File: src/bfhs_regs.vh
// constants for the buck fault and hiccup sequencer
`ifndef BFHS_REGS_VH
`define BFHS_REGS_VH
`define BFHS_OC_WINDOW      6'h20
`define BFHS_OC_LIMIT       3'h7
`define BFHS_HICCUP_CYCLES  3'h7
`define BFHS_ST_OFF         3'h0
`define BFHS_ST_START       3'h1
`define BFHS_ST_RUN         3'h2
`define BFHS_ST_HIC_CHG     3'h3
`define BFHS_ST_HIC_DIS     3'h4
`endif

File: src/bfhs_sequencer.v
// fault supervision and start-up sequencer for a two-phase buck controller
`timescale 1ns/1ps
//////////////////////////////////////////////////////////////////////////////
//////////////////////////////////////////////////////////////////////////////
`include "bfhs_regs.vh"
module bfhs_sequencer #(
  parameter PHASES = 2
) (
  // clock, reset, enable
  input  wire              core_clk,
  input  wire              rst,
  input  wire              clk_en,
  // pwm timing
  input  wire              pwm_cycle_start,
  input  wire [PHASES-1:0] pwm_demand,
  // comparator flags
  input  wire [PHASES-1:0] overcurrent_flag,
  input  wire              overvoltage_flag,
  input  wire              undervoltage_flag,
  input  wire              pg_window_ok,
  input  wire              input_lockout_ok,
  input  wire              supply_lockout_ok,
  input  wire              por_good,
  input  wire              enable_in,
  input  wire              ss_at_ref,
  input  wire              ss_above_1v,
  input  wire              ss_discharged,
  // soft-start node control
  output reg               ss_charge_ff,
  output reg               ss_discharge_ff,
  // gate drives and status
  output reg  [PHASES-1:0] high_side_gate,
  output reg  [PHASES-1:0] low_side_gate,
  output reg               power_good_out,
  output reg               power_good_oe,
  output reg               hiccup_active_ff
);
  //////////////////////////////////////////////////////////////////////////
  // state codes and counts
  localparam [2:0] ST_OFF     = `BFHS_ST_OFF;
  localparam [2:0] ST_START   = `BFHS_ST_START;
  localparam [2:0] ST_RUN     = `BFHS_ST_RUN;
  localparam [2:0] ST_HIC_CHG = `BFHS_ST_HIC_CHG;
  localparam [2:0] ST_HIC_DIS = `BFHS_ST_HIC_DIS;
  localparam [5:0] WIN_LAST_W = `BFHS_OC_WINDOW - 6'h1;
  localparam [4:0] WIN_LAST   = WIN_LAST_W[4:0];
  localparam [2:0] OC_TRIP_AT = `BFHS_OC_LIMIT - 3'h1;
  localparam [2:0] HIC_ROUNDS = `BFHS_HICCUP_CYCLES;

  //////////////////////////////////////////////////////////////////////////
  // internal state
  reg  [2:0]        state_ff;
  reg  [2:0]        nxt_state;
  reg  [4:0]        win_cnt_ff;
  reg  [2:0]        oc_cnt_ff;
  reg  [2:0]        hic_cnt_ff;
  reg               oc_seen_ff;
  reg  [PHASES-1:0] cut_ff;
  reg               pg_ff;
  wire              allowed;
  wire              masked;
  wire              oc_this_cycle;
  wire              window_end;
  wire              oc_trip;
  wire              fault_hiccup;
  wire              switching;
  wire              ov_clamp;
  wire              in_hiccup_nxt;
  wire              charge_nxt;
  wire              discharge_nxt;
  wire              pg_nxt;

  //////////////////////////////////////////////////////////////////////////
  // qualified conditions
  assign allowed       = enable_in & supply_lockout_ok & input_lockout_ok & por_good;
  assign masked        = ~ss_above_1v;
  assign oc_this_cycle = oc_seen_ff | (|overcurrent_flag);
  assign window_end    = (win_cnt_ff == WIN_LAST);
  // the seventh counted cycle trips hiccup as the count reaches the limit
  assign oc_trip       = pwm_cycle_start & oc_this_cycle & (oc_cnt_ff == OC_TRIP_AT) & ~window_end;
  assign fault_hiccup  = ~masked & (oc_trip | undervoltage_flag);
  assign switching     = (state_ff == ST_START) || (state_ff == ST_RUN);
  assign ov_clamp      = overvoltage_flag & ~masked;
  assign in_hiccup_nxt = (nxt_state == ST_HIC_CHG) || (nxt_state == ST_HIC_DIS);
  assign charge_nxt    = (nxt_state == ST_START) || (nxt_state == ST_RUN) || (nxt_state == ST_HIC_CHG);
  assign discharge_nxt = (nxt_state == ST_OFF) || (nxt_state == ST_HIC_DIS);
  assign pg_nxt        = allowed && (state_ff == ST_RUN) && ss_above_1v && pg_window_ok &&
                         !overvoltage_flag && !undervoltage_flag;

  //////////////////////////////////////////////////////////////////////////
  // per-phase cycle cut and gate drive
  genvar g;
  generate
    for (g = 0; g < PHASES; g = g + 1) begin : g_phase
      // a flag seen anywhere in the cycle keeps the high side off until the next cycle start
      always @(posedge core_clk or posedge rst) begin
        if (rst) begin
          cut_ff[g] <= 1'b0;
        end else if (clk_en) begin
          if (pwm_cycle_start) begin
            cut_ff[g] <= overcurrent_flag[g];
          end else if (overcurrent_flag[g]) begin
            cut_ff[g] <= 1'b1;
          end
        end
      end

      always @(posedge core_clk or posedge rst) begin
        if (rst) begin
          high_side_gate[g] <= 1'b0;
          low_side_gate[g]  <= 1'b0;
        end else if (clk_en) begin
          if (!allowed || !switching) begin
            high_side_gate[g] <= 1'b0;
            low_side_gate[g]  <= 1'b0;
          end else if (ov_clamp) begin
            high_side_gate[g] <= 1'b0;
            low_side_gate[g]  <= 1'b1;
          end else begin
            high_side_gate[g] <= pwm_demand[g] & ~cut_ff[g] & ~overcurrent_flag[g];
            low_side_gate[g]  <= ~pwm_demand[g] | cut_ff[g] | overcurrent_flag[g];
          end
        end
      end
    end
  endgenerate

  //////////////////////////////////////////////////////////////////////////
  // overcurrent window and event counter
  always @(posedge core_clk or posedge rst) begin
    if (rst) begin
      win_cnt_ff <= 5'h0;
    end else if (clk_en) begin
      if (pwm_cycle_start) begin
        win_cnt_ff <= win_cnt_ff + 5'h1;
      end
    end
  end

  always @(posedge core_clk or posedge rst) begin
    if (rst) begin
      oc_seen_ff <= 1'b0;
    end else if (clk_en) begin
      if (pwm_cycle_start) begin
        oc_seen_ff <= 1'b0;
      end else if (|overcurrent_flag) begin
        oc_seen_ff <= 1'b1;
      end
    end
  end

  // the count saturates so a long masked overload cannot wrap it
  always @(posedge core_clk or posedge rst) begin
    if (rst) begin
      oc_cnt_ff <= 3'h0;
    end else if (clk_en) begin
      if (pwm_cycle_start) begin
        if (window_end) begin
          oc_cnt_ff <= 3'h0;
        end else if (oc_this_cycle && (oc_cnt_ff != `BFHS_OC_LIMIT)) begin
          oc_cnt_ff <= oc_cnt_ff + 3'h1;
        end
      end
    end
  end

  //////////////////////////////////////////////////////////////////////////
  // start-up and hiccup sequencer
  always @* begin
    nxt_state = state_ff;
    case (state_ff)
      ST_OFF: begin
        if (allowed) begin
          nxt_state = ST_START;
        end
      end
      ST_START: begin
        if (fault_hiccup) begin
          nxt_state = ST_HIC_DIS;
        end else if (ss_at_ref) begin
          nxt_state = ST_RUN;
        end
      end
      ST_RUN: begin
        if (fault_hiccup) begin
          nxt_state = ST_HIC_DIS;
        end
      end
      ST_HIC_CHG: begin
        if (ss_above_1v) begin
          nxt_state = ST_HIC_DIS;
        end
      end
      ST_HIC_DIS: begin
        if (ss_discharged) begin
          if (hic_cnt_ff == HIC_ROUNDS) begin
            nxt_state = ST_START;
          end else begin
            nxt_state = ST_HIC_CHG;
          end
        end
      end
      default: begin
        nxt_state = ST_OFF;
      end
    endcase
    if (!allowed) begin
      nxt_state = ST_OFF;
    end
  end

  always @(posedge core_clk or posedge rst) begin
    if (rst) begin
      state_ff <= ST_OFF;
    end else if (clk_en) begin
      state_ff <= nxt_state;
    end
  end

  // rounds count the discharge-to-charge turns of one hiccup
  always @(posedge core_clk or posedge rst) begin
    if (rst) begin
      hic_cnt_ff <= 3'h0;
    end else if (clk_en) begin
      if ((nxt_state == ST_HIC_DIS) && (state_ff != ST_HIC_CHG) && (state_ff != ST_HIC_DIS)) begin
        hic_cnt_ff <= 3'h0;
      end else if ((nxt_state == ST_HIC_CHG) && (state_ff == ST_HIC_DIS)) begin
        hic_cnt_ff <= hic_cnt_ff + 3'h1;
      end
    end
  end

  always @(posedge core_clk or posedge rst) begin
    if (rst) begin
      hiccup_active_ff <= 1'b0;
    end else if (clk_en) begin
      hiccup_active_ff <= in_hiccup_nxt;
    end
  end

  always @(posedge core_clk or posedge rst) begin
    if (rst) begin
      ss_charge_ff <= 1'b0;
    end else if (clk_en) begin
      ss_charge_ff <= charge_nxt;
    end
  end

  always @(posedge core_clk or posedge rst) begin
    if (rst) begin
      ss_discharge_ff <= 1'b1;
    end else if (clk_en) begin
      ss_discharge_ff <= discharge_nxt;
    end
  end

  //////////////////////////////////////////////////////////////////////////
  // power good: open drain, enable high pulls the pin low
  always @(posedge core_clk or posedge rst) begin
    if (rst) begin
      pg_ff <= 1'b0;
    end else if (clk_en) begin
      pg_ff <= pg_nxt;
    end
  end

  always @* begin
    power_good_out = 1'b0;
    power_good_oe  = ~pg_ff;
  end

endmodule

File: config.mk
export PLATFORM = sky130hd
export DESIGN_NAME = bfhs_sequencer
export DESIGN_NICKNAME = d
export VERILOG_FILES = /design/src/bfhs_sequencer.v
export VERILOG_INCLUDE_DIRS = /design/src
export SDC_FILE = /design/constraint.sdc
export NUM_CORES = 1
export LEC_CHECK = 0
export BUFFER_PORTS_ARGS = -buffer_cell sky130_fd_sc_hd__buf_2
export CAP_MARGIN = 10
export CORE_AREA = 2 2 52 54
export CTS_CLUSTER_SIZE = 12
export DETAILED_ROUTE_END_ITERATION = 10
export DIE_AREA = 0 0 54 56
export PLACE_DENSITY_LB_ADDON = 0.3
export SETUP_SLACK_MARGIN = 0.2
export SLEW_MARGIN = 20
export SYNTH_ARGS = -nofsm -noshare
export SYNTH_HDL_FRONTEND = slang
export SYNTH_SLANG_ARGS = --single-unit
File: constraint.sdc
create_clock -name core_clk -period 3.05 [get_ports core_clk]
set_input_delay 0.305 -clock core_clk [delete_from_list [all_inputs] [get_ports core_clk]]
set_output_delay 0.305 -clock core_clk [all_outputs]
set_load 0.01 [all_outputs]
==> reports/qor.log, run 1 <==
qor: run_status.outcome completed
qor: clock_tree.cts_hold_buf 0
qor: clock_tree.clkTransAtPathRegs 0.13 ns
qor: synthesis.seq_area_frac_synth 0.459
qor: pwr.largest_voltage_drop_on_the_vdd_net 382 uV
qor: global_routing.grt_pass1_wl 4.97 mm
qor: setup_path.setup.reg_to_reg.worst_slack 0.93 ns
qor: timing.period_minus_slack 2.12 ns
qor: floorplan.die_area 0.00302 mm2
qor: timing.final_min_period_over_clock_period 0.696
qor: routing.initial_drt_markers 21
qor: clock_tree.ctsResizeCount 0
qor: timing.maxSlewViolCount 0
qor: clock_tree.post_cts.repair.setup_buffers 0
qor: placement.place.gp.congestion 0.868
qor: synthesis.synth_cell_types 44
qor: finish.final_layout_size_suffix_gt1_frac 0.222
qor: global_routing.met1_usage 0.278
qor: synthesis.number_of_flops_mapped_to_enable_cells_by_yosys 0
qor: timing.slew_headroom 0.372
qor: floorplan.top_level_ports 27
qor: setup_path.worst_flop_to_flop_path_endpoint hic_cnt_ff[0]
qor: routing.detail_route.drc_violations 0
qor: routing.antenna_violating_nets_post_route 0
qor: clock_tree.clk-insertion-delay-late 0.31 ns
qor: synthesis.mappedNetlistNets 160
qor: timing.max_fclk 471 MHz
qor: floorplan.initial_core_util 0.562
qor: timing.setup-tns-final 0 ns
qor: pwr.total_leakage_power 0.706 nW
qor: pwr.powerDensity 489 mW/mm2
qor: setup_path.setup.worst_path.start_class flop
qor: setup_path.timing.critical_path.to_type flop
qor: global_routing.grt_remaining_overflow 0
qor: clock_tree.clockRootBuffer sky130_fd_sc_hd__clkbuf_4
qor: clock_tree.clock_sinks 25
qor: finish.final_core_utilization 0.628
qor: synthesis.ys.flop_type sky130_fd_sc_hd__dfrtp_1
qor: finish.layout_commonest_cell sky130_fd_sc_hd__buf_2
qor: routing.drt_pre_antenna_iters 4
qor: routing.vias 1123
qor: synthesis.syn_inst 135
qor: floorplan.floorplan.die.height 56 um
qor: synthesis.yosys_register_bits 25
qor: setup_path.critical_path_peak_fanout 3
qor: global_routing.first_global_vias 1158
qor: clock_tree.tritoncts yes
qor: synthesis.yosys_warnings 0
qor: setup_path.rr_worst_depth 7
qor: global_routing.largest_net_degree_at_the_start_of_global_routing 26
qor: hold_path.hp-class in2async
qor: clock_tree.cts_max_level 1
qor: synthesis.synthArstFlopShare 1.00
qor: setup_path.critPathKind reg2reg
qor: finish.areaGrowthSynthToFinish 11.8%
qor: floorplan.chipWidth 54 um
qor: synthesis.syn_area 0.00137 mm2
qor: global_routing.groute.layer.met3.usage 0.0349
qor: floorplan.rows 18
qor: setup_path.arrival_time_reported_for_the_critical_path_endpoint 2.32 ns
qor: routing.detailed_route_wl 2.84 mm
qor: setup_path.worst_r2r_startpoint win_cnt_ff[0]
qor: timing.rsz_0062_raised_after_global_routing no
qor: timing.maximum_clock_skew_at_final_layout 0.00205 ns
qor: floorplan.core 0.00243 mm2
qor: global_routing.globalRoute.busiestLayer met2
qor: timing.tightestPinTransition 0.941 ns
qor: synthesis.synth_area_per_inst 10.1 um2
qor: routing.viasPerCell 5.97
qor: placement.place_hpwl 2.16 mm
qor: clock_tree.numCtsBuffers 3
qor: finish.antennaDiodeCount 0
qor: finish.final_cell_mix sky130_fd_sc_hd__buf_2 (25), sky130_fd_sc_hd__dfrtp_1 (24), sky130_fd_sc_hd__nor2_1 (11)
qor: global_routing.met2_track_demand_over_resource 0.361
qor: timing.whs 0.173 ns
qor: finish.design.final.nets 184
qor: flow_run.cap_viol_max_count 0
qor: global_routing.grt_antenna_before_repair 0
qor: clock_tree.cts-root-to-sink-buffers 2
qor: routing.wl_per_cell 15.1 um
qor: setup_path.critical_path_required 3.25 ns
qor: placement.io_buffers 25
qor: finish.nFillCells 212
qor: global_routing.grt_util_all_layers 0.221
qor: timing.finalSetupViolations 0
qor: timing.number_of_failing_hold_endpoints_at_the_final_stage 0
[cells by family (layout without fill, tap and decap cells)]
family	count (synthesis)	in the layout	share of synthesized area
fa+ha+maj	7	7	0.0641
flops	25	25	0.459
other cells	1	1	0.00274
simple gates	49	49	0.207
buf+inv	14	37	0.0430
compound gates	32	32	0.174
mux	3	3	0.0247
xor+xnor	4	4	0.0256
[critical path: stages, from the launching register on]
cell and delay [ns]:
sky130_fd_sc_hd__dfrtp_1 0.44, sky130_fd_sc_hd__ha_1 0.22, sky130_fd_sc_hd__and3_1 0.18, sky130_fd_sc_hd__ha_1 0.20, sky130_fd_sc_hd__and4b_1 0.30, sky130_fd_sc_hd__a21oi_1 0.11, sky130_fd_sc_hd__nor4_1 0.39, sky130_fd_sc_hd__o21ai_0 0.16
[report_power, final]
group	leakage [nW]	internal [mW]	total (mW)	switching (mW)
clock network	0.0177	0.0491	0.147	0.0977
registers	0.320	0.390	0.434	0.0441
logic	0.368	0.0867	0.166	0.0794
total	0.706	0.526	0.747	0.221
[stage by stage]
step	instance area [um2]	total power [mW]	std cells	setup WS [ns]
global route	1530	0.804	188	0.713
finish	1530	0.747	188	0.927
floorplan	1370	0.554	135	1.14
CTS	1530	0.753	188	0.924
global placement	1500	0.592	184	1.01
detailed placement	1500	0.609	184	0.951
[cell usage after synthesis, drive strengths merged (2+ instances only)]
cell type  instances  area share
clkbuf             3      0.0082
ha                 7       0.064
nor4               2      0.0092
nand4              2      0.0092
mux2               3       0.025
a22o               4       0.026
nand2b             6       0.027
and3               2      0.0092
a21oi              3       0.011
nand2              8       0.022
xnor2              3       0.019
buf                3       0.013
o2bb2ai            2       0.013
o21a               2       0.011
nor2b              2      0.0092
dfrtp             24        0.44
o21ai              7       0.026
a32o               3       0.022
a2111oi            2       0.017
nor3               3       0.011
nand4bb            2       0.016
o22ai              2      0.0092
nand3              2      0.0073
a31oi              3       0.014
nor2              11       0.030
inv                8       0.022
[routing by layer]
metal	part of all wire	vias up
li1	-	540
met1	0.42	542
met2	0.52	33
met3	0.040	8
met4	0.016	0
met5	0	-
[registers in the layout, summed over array words and instances, names as in the netlist, 2 cells and up]
register and count:
cut_ff 2, low_side_gate 2, state_ff 3, oc_cnt_ff 3
hic_cnt_ff 3, high_side_gate 2, win_cnt_ff 5
[cell type report]
| type | instances | area, um2 | share of cell area |
|---|---|---|---|
| clock buffers | 3 | 22.5 | 0.0147 |
| inverters | 8 | 30.0 | 0.0197 |
| well taps | 30 | 37.5 | 0.0246 |
| flip-flops and latches | 25 | 627 | 0.410 |
| repair buffers | 25 | 125 | 0.0819 |
| clock inverters | 1 | 5.00 | 0.00328 |
| multi-input cells | 96 | 681 | 0.446 |
[worst max-delay path by stage]
stage / start / to / slack [ns]
3_5_place_dp: win_cnt_ff[0] / hic_cnt_ff[0] / 0.95
6_report: win_cnt_ff[0] / hic_cnt_ff[0] / 0.93
3_3_place_gp: win_cnt_ff[0] / hic_cnt_ff[1] / 1.01
4_1_cts: win_cnt_ff[0] / hic_cnt_ff[0] / 0.92
2_1_floorplan: win_cnt_ff[0] / hic_cnt_ff[0] / 1.14
5_1_grt: win_cnt_ff[0] / hic_cnt_ff[0] / 0.71
(Power assumes the default switching activity.)
==> inputs of run 2 (changes only) <==
--- a/config.mk
+++ b/config.mk
@@ -8,10 +8,10 @@
 export LEC_CHECK = 0
 export BUFFER_PORTS_ARGS = -buffer_cell sky130_fd_sc_hd__buf_2
 export CAP_MARGIN = 10
-export CORE_AREA = 2 2 52 54
+export CORE_AREA = 2 2 57 59
 export CTS_CLUSTER_SIZE = 12
 export DETAILED_ROUTE_END_ITERATION = 10
-export DIE_AREA = 0 0 54 56
+export DIE_AREA = 0 0 59 61
 export PLACE_DENSITY_LB_ADDON = 0.3
 export SETUP_SLACK_MARGIN = 0.2
 export SLEW_MARGIN = 20
==> constraint.sdc (replaced) <==
create_clock -name core_clk -period 1.8 [get_ports core_clk]
set_input_delay 0.18 -clock core_clk [delete_from_list [all_inputs] [get_ports core_clk]]
set_output_delay 0.18 -clock core_clk [all_outputs]
set_load 0.01 [all_outputs]
==> reports/qor.log, run 2 (synthesized netlist as in run 1, its figures left out) <==
qor: floorplan.floorplan.die.height 61 um
qor: finish.final_layout_size_suffix_gt1_frac 0.317
qor: routing.antenna_violating_nets_post_route 0
qor: setup_path.critical_path_peak_fanout 3
qor: finish.final_cell_mix sky130_fd_sc_hd__buf_2 (25), sky130_fd_sc_hd__dfrtp_1 (24), sky130_fd_sc_hd__nor2_1 (11)
qor: global_routing.grt_remaining_overflow 0
qor: clock_tree.tritoncts yes
qor: setup_path.setup.reg_to_reg.worst_slack -0.02 ns
qor: floorplan.die_area 0.00360 mm2
qor: placement.dp_slack -0.0379 ns
qor: setup_path.setup.worst_path.start_class flop
qor: timing.setup_ws -0.0178 ns
qor: finish.layout_commonest_cell sky130_fd_sc_hd__buf_2
qor: setup_path.arrival_time_reported_for_the_critical_path_endpoint 2.05 ns
qor: timing.tightestPinTransition 0.526 ns
qor: setup_path.crit_start win_cnt_ff[0]
qor: global_routing.grt_antenna_before_repair 0
qor: placement.place_hpwl 2.30 mm
qor: run_status.outcome complete, but fails checks
qor: run_status.violations negative setup slack
qor: flow_run.cap_viol_max_count 0
qor: floorplan.initial_core_util 0.463
qor: routing.detail_route.drc_violations 0
qor: floorplan.top_level_ports 27
qor: finish.non_filler_cell_area_final 0.00170 mm2
qor: routing.wl_per_cell 15.4 um
qor: clock_tree.clock_sinks 25
qor: global_routing.grt_pass1_wl 5.09 mm
qor: placement.place.gp.congestion 0.786
qor: clock_tree.clockRootBuffer sky130_fd_sc_hd__clkbuf_4
qor: setup_path.timing.critical_path.to_type flop
qor: placement.placed_cell_area 0.00160 mm2
qor: hold_path.hp-class in2reg
qor: finish.areaGrowthSynthToFinish 24.3%
qor: clock_tree.clk-insertion-delay-late 0.32 ns
qor: pwr.powerDensity 801 mW/mm2
qor: floorplan.rows 20
qor: timing.period_minus_slack 1.82 ns
qor: routing.vias 1182
qor: timing.maxSlewViolCount 0
qor: timing.number_of_failing_hold_endpoints_at_the_final_stage 0
qor: timing.finalSetupViolations 2
qor: global_routing.grt_util_all_layers 0.189
qor: routing.detailed_route_wl 3.08 mm
qor: finish.flip_flop_count_of_the_largest_register_all_copies_and_words_added 5
qor: timing.max_fclk 550 MHz
qor: global_routing.first_global_vias 1140
qor: clock_tree.cts-root-to-sink-buffers 2
qor: timing.final_min_period_over_clock_period 1.01
qor: finish.largest-register win_cnt_ff
qor: routing.initial_drt_markers 43
qor: floorplan.chipWidth 59 um
qor: finish.nFillCells 263
qor: finish.antennaDiodeCount 0
qor: clock_tree.cts_max_level 1
qor: placement.io_buffers 25
qor: timing.rsz_0062_raised_after_global_routing yes
qor: finish.post_layout_nonfiller_instances 200
qor: finish.design.final.nets 193
qor: placement.cell_total_after_placement 193
qor: pwr.largest_voltage_drop_on_the_vdd_net 681 uV
qor: finish.final_core_utilization 0.575
qor: setup_path.critical_path_required 2.03 ns
qor: hold_path.startpoint_of_the_worst_hold_path pwm_demand[1]
qor: timing.maximum_clock_skew_at_final_layout 0.0115 ns
qor: setup_path.critPathKind reg2reg
qor: routing.drt_pre_antenna_iters 4
qor: timing.slew_headroom 0.640
qor: floorplan.core 0.00295 mm2
qor: pwr.total_leakage_power 0.761 nW
qor: global_routing.largest_net_degree_at_the_start_of_global_routing 26
qor: setup_path.worst_r2r_startpoint win_cnt_ff[0]
qor: clock_tree.clkTransAtPathRegs 0.14 ns
qor: clock_tree.numCtsBuffers 3
qor: routing.viasPerCell 5.91
## run 2: through the flow
step | hold WS, ns | total power, mW | TNS (ns)
2_1_floorplan | 0.207 | 0.962 | 0
3_3_place_gp | 0.242 | 1.05 | 0
3_5_place_dp | 0.250 | 1.08 | -0.103
4_1_cts | 0.120 | 1.37 | -0.0334
5_1_grt | 0.135 | 1.45 | -0.281
6_report | 0.140 | 1.36 | -0.0231
## run 2: area by class of cell
| type | count | area, um2 | area share |
|---|---|---|---|
| multi-input combinational | 96 | 777 | 0.458 |
| sequential | 25 | 627 | 0.369 |
| timing repair buffer | 34 | 195 | 0.115 |
| tap | 33 | 41.3 | 0.0243 |
| inverter | 8 | 30.0 | 0.0177 |
| clock buffer | 3 | 22.5 | 0.0133 |
| clock inverter | 1 | 5.00 | 0.00295 |
## run 2: path summary, 6_finish.rpt
path                                endpoint  depth (start not counted)
setup / recovery                ss_charge_ff                          7
hold / removal             high_side_gate[1]                          3
setup reg to reg                ss_charge_ff                          7
hold reg to reg                win_cnt_ff[3]                          1
max in group asynchronous    ss_discharge_ff                          4
min in group asynchronous      win_cnt_ff[3]                          4
## run 2: report_power, final
part	internal, mW	switching, mW
clock network	0.0831	0.168
registers	0.660	0.0744
logic	0.204	0.171
total	0.947	0.413
## run 2: routing by layer
layer | GRT usage | up-vias | wire, um
li1 | - | 561 | -
met1 | 0.246 | 591 | 1390
met2 | 0.313 | 26 | 1530
met3 | 0.0299 | 4 | 123
met4 | 0.0812 | 0 | 29
met5 | 0 | - | 0
## run 2: what timing repair did
action                     in CTS  in global routing
setup buffers                   2                  0
hold endpoints to repair       24                  0
hold buffers                    1                  0
cloned                          0                  0
setup endpoints to repair      12                 11
pin swaps                       8                  4
gates resized for setup         5                  4
## run 2: critical path, stage by stage, from the launching register on
cell	delay, ns
sky130_fd_sc_hd__dfrtp_1	0.39
sky130_fd_sc_hd__ha_2	0.18
sky130_fd_sc_hd__and3_4	0.19
sky130_fd_sc_hd__ha_4	0.13
sky130_fd_sc_hd__and4b_2	0.24
sky130_fd_sc_hd__a211oi_2	0.21
sky130_fd_sc_hd__nor3_2	0.08
sky130_fd_sc_hd__a311oi_1	0.31
==> inputs of run 3 (changes only) <==
--- a/config.mk
+++ b/config.mk
@@ -8,10 +8,10 @@
 export LEC_CHECK = 0
 export BUFFER_PORTS_ARGS = -buffer_cell sky130_fd_sc_hd__buf_2
 export CAP_MARGIN = 10
-export CORE_AREA = 2 2 57 59
+export CORE_AREA = 2 2 52 54
 export CTS_CLUSTER_SIZE = 12
 export DETAILED_ROUTE_END_ITERATION = 10
-export DIE_AREA = 0 0 59 61
+export DIE_AREA = 0 0 54 56
 export PLACE_DENSITY_LB_ADDON = 0.3
 export SETUP_SLACK_MARGIN = 0.2
 export SLEW_MARGIN = 20
==> constraint.sdc (replaced) <==
create_clock -name core_clk -period 2.3 [get_ports core_clk]
set_input_delay 0.23 -clock core_clk [delete_from_list [all_inputs] [get_ports core_clk]]
set_output_delay 0.23 -clock core_clk [all_outputs]
set_load 0.01 [all_outputs]
==> reports/qor.log, run 3 (synthesized netlist as in run 1, its figures left out) <==
qor: run_status.outcome completed
qor: clock_tree.tritoncts yes
qor: finish.largest-register win_cnt_ff
qor: setup_path.critPathKind reg2reg
qor: timing.max_fclk 508 MHz
qor: routing.vias 1141
qor: finish.areaGrowthSynthToFinish 14.0%
qor: timing.tightestPinTransition 0.935 ns
qor: finish.design.final.nets 185
qor: setup_path.critPathMaxStageDelay 0.42 ns
qor: placement.placed_cell_area 0.00150 mm2
qor: setup_path.timing.critical_path.to_type flop
qor: setup_path.cpMostUsedCell sky130_fd_sc_hd__ha_1
qor: floorplan.die_area 0.00302 mm2
qor: finish.flip_flop_count_of_the_largest_register_all_copies_and_words_added 5
qor: finish.antennaDiodeCount 0
qor: pwr.total_leakage_power 0.712 nW
qor: clock_tree.cts_max_level 1
qor: routing.detailed_route_wl 2.97 mm
qor: routing.antenna_violating_nets_post_route 0
qor: routing.detail_route.drc_violations 0
qor: timing.final_min_period_over_clock_period 0.856
qor: setup_path.rr_worst_depth 7
qor: placement.dp_slack 0.201 ns
qor: finish.non_filler_cell_area_final 0.00156 mm2
qor: setup_path.worst_flop_to_flop_path_endpoint hic_cnt_ff[0]
qor: finish.post_layout_nonfiller_instances 189
qor: floorplan.initial_core_util 0.562
qor: clock_tree.clk-insertion-delay-late 0.31 ns
qor: routing.viasPerCell 6.04
qor: pwr.powerDensity 648 mW/mm2
qor: setup_path.cpMaxStageDelayCell sky130_fd_sc_hd__dfrtp_1
qor: floorplan.chipWidth 54 um
qor: clock_tree.cts_hold_buf 0
qor: global_routing.largest_net_degree_at_the_start_of_global_routing 26
qor: placement.io_buffers 25
qor: timing.maximum_clock_skew_at_final_layout 0.00116 ns
qor: timing.number_of_failing_hold_endpoints_at_the_final_stage 0
qor: floorplan.core 0.00243 mm2
qor: routing.initial_drt_markers 27
qor: clock_tree.cts-root-to-sink-buffers 2
qor: floorplan.floorplan.die.height 56 um
qor: hold_path.hp-class in2async
qor: global_routing.first_global_vias 1158
qor: timing.finalSetupViolations 0
qor: timing.setup_ws 0.331 ns
qor: finish.layout_commonest_cell sky130_fd_sc_hd__buf_2
qor: setup_path.worst_r2r_startpoint win_cnt_ff[0]
qor: routing.drt_pre_antenna_iters 4
qor: setup_path.setup.reg_to_reg.worst_slack 0.33 ns
qor: global_routing.grt_pass1_wl 4.97 mm
qor: global_routing.grt_remaining_overflow 0
qor: setup_path.crit_start win_cnt_ff[0]
qor: global_routing.grt_antenna_before_repair 0
qor: placement.cell_total_after_placement 184
qor: finish.final_cell_mix sky130_fd_sc_hd__buf_2 (25), sky130_fd_sc_hd__dfrtp_1 (24), sky130_fd_sc_hd__nor2_1 (11)
qor: clock_tree.clock_sinks 25
qor: timing.period_minus_slack 1.97 ns
qor: floorplan.rows 18
qor: setup_path.endpoint hic_cnt_ff[0]
qor: pwr.largest_voltage_drop_on_the_vdd_net 510 uV
qor: floorplan.top_level_ports 27
qor: timing.rsz_0062_raised_after_global_routing no
qor: clock_tree.clkTransAtPathRegs 0.13 ns
qor: placement.place.gp.congestion 0.868
qor: routing.wl_per_cell 15.7 um
qor: timing.slew_headroom 0.376
qor: global_routing.grt_util_all_layers 0.221
qor: setup_path.arrival_time_reported_for_the_critical_path_endpoint 2.17 ns
qor: flow_run.cap_viol_max_count 0
qor: setup_path.critical_path_peak_fanout 3
qor: timing.maxSlewViolCount 0
qor: finish.final_layout_size_suffix_gt1_frac 0.252
qor: setup_path.worstPathCellList ha_1, and3_1, ha_1, and4b_1, a21oi_1, nor4_2, o21ai_0
qor: timing.setup-tns-final 0 ns
qor: clock_tree.numCtsBuffers 3
qor: setup_path.critical_path_required 2.50 ns
qor: setup_path.setup.worst_path.start_class flop
qor: finish.nFillCells 208
qor: placement.place_hpwl 2.16 mm
qor: clock_tree.clockRootBuffer sky130_fd_sc_hd__clkbuf_4
-- run 3: cell count changes in the layout (fill, tap and decap cells not counted), sizes merged --
cell         previous run  this run
dlygate4sd3             1         0
buf                    33        26
-- run 3: timing repair --
item	4_1_cts	5_1_grt
resized for setup	1	3
endpoints found under the setup margin	2	6
pin swaps	0	2
setup buffers	0	1
-- run 3: cell type report --
| cell class | instances | area, um2 | share of cell area |
|---|---|---|---|
| Clock buffer | 3 | 22.5 | 0.0145 |
| Clock inverter | 1 | 5.00 | 0.00321 |
| Inverter | 8 | 30.0 | 0.0193 |
| Multi-Input combinational cell | 96 | 703 | 0.451 |
| Sequential cell | 25 | 627 | 0.402 |
| Tap cell | 30 | 37.5 | 0.0241 |
| Timing Repair Buffer | 26 | 133 | 0.0851 |
-- run 3: how the worst min path moves through the flow --
stage,startpoint,endpoint,cells past startpoint
global placement,rst,low_side_gate[0],2
CTS,rst,cut_ff[0],2
finish,rst,cut_ff[1],2
global route,rst,cut_ff[0],2
detailed placement,rst,cut_ff[0],2
floorplan,rst,cut_ff[0],1
-- run 3: per-stage QoR --
stage	utilization	total power [mW]	hold slack (ns)
2_1_floorplan	-	0.735	0.257
3_3_place_gp	0.617	0.785	0.461
3_5_place_dp	0.617	0.807	0.471
4_1_cts	0.631	1.00	0.121
5_1_grt	0.640	1.08	0.152
6_report	0.640	1.01	0.0951
-- run 3: worst max-delay path: cells and delay by family, from the launching register on --
family	cells	cell delay, ns
compound gates	2	0.29
fa+ha+maj	2	0.41
flops	1	0.42
simple gates	3	0.72
-- run 3: layer usage --
metal  part of all wire  vias up  wire [um]  GRT usage
li1                   -      539          -          -
met3              0.045        8        133     0.0349
met4              0.018        0         53      0.100
met2               0.54       36       1610      0.361
met5                  0        -          0          0
met1               0.39      558       1170      0.278
-- run 3: power by group --
group          switching (mW)  total (mW)  internal, mW  leakage [nW]
registers              0.0560       0.573         0.517         0.320
logic                   0.115       0.242         0.126         0.373
clock network           0.130       0.195        0.0651        0.0177
total                   0.301        1.01         0.708         0.712
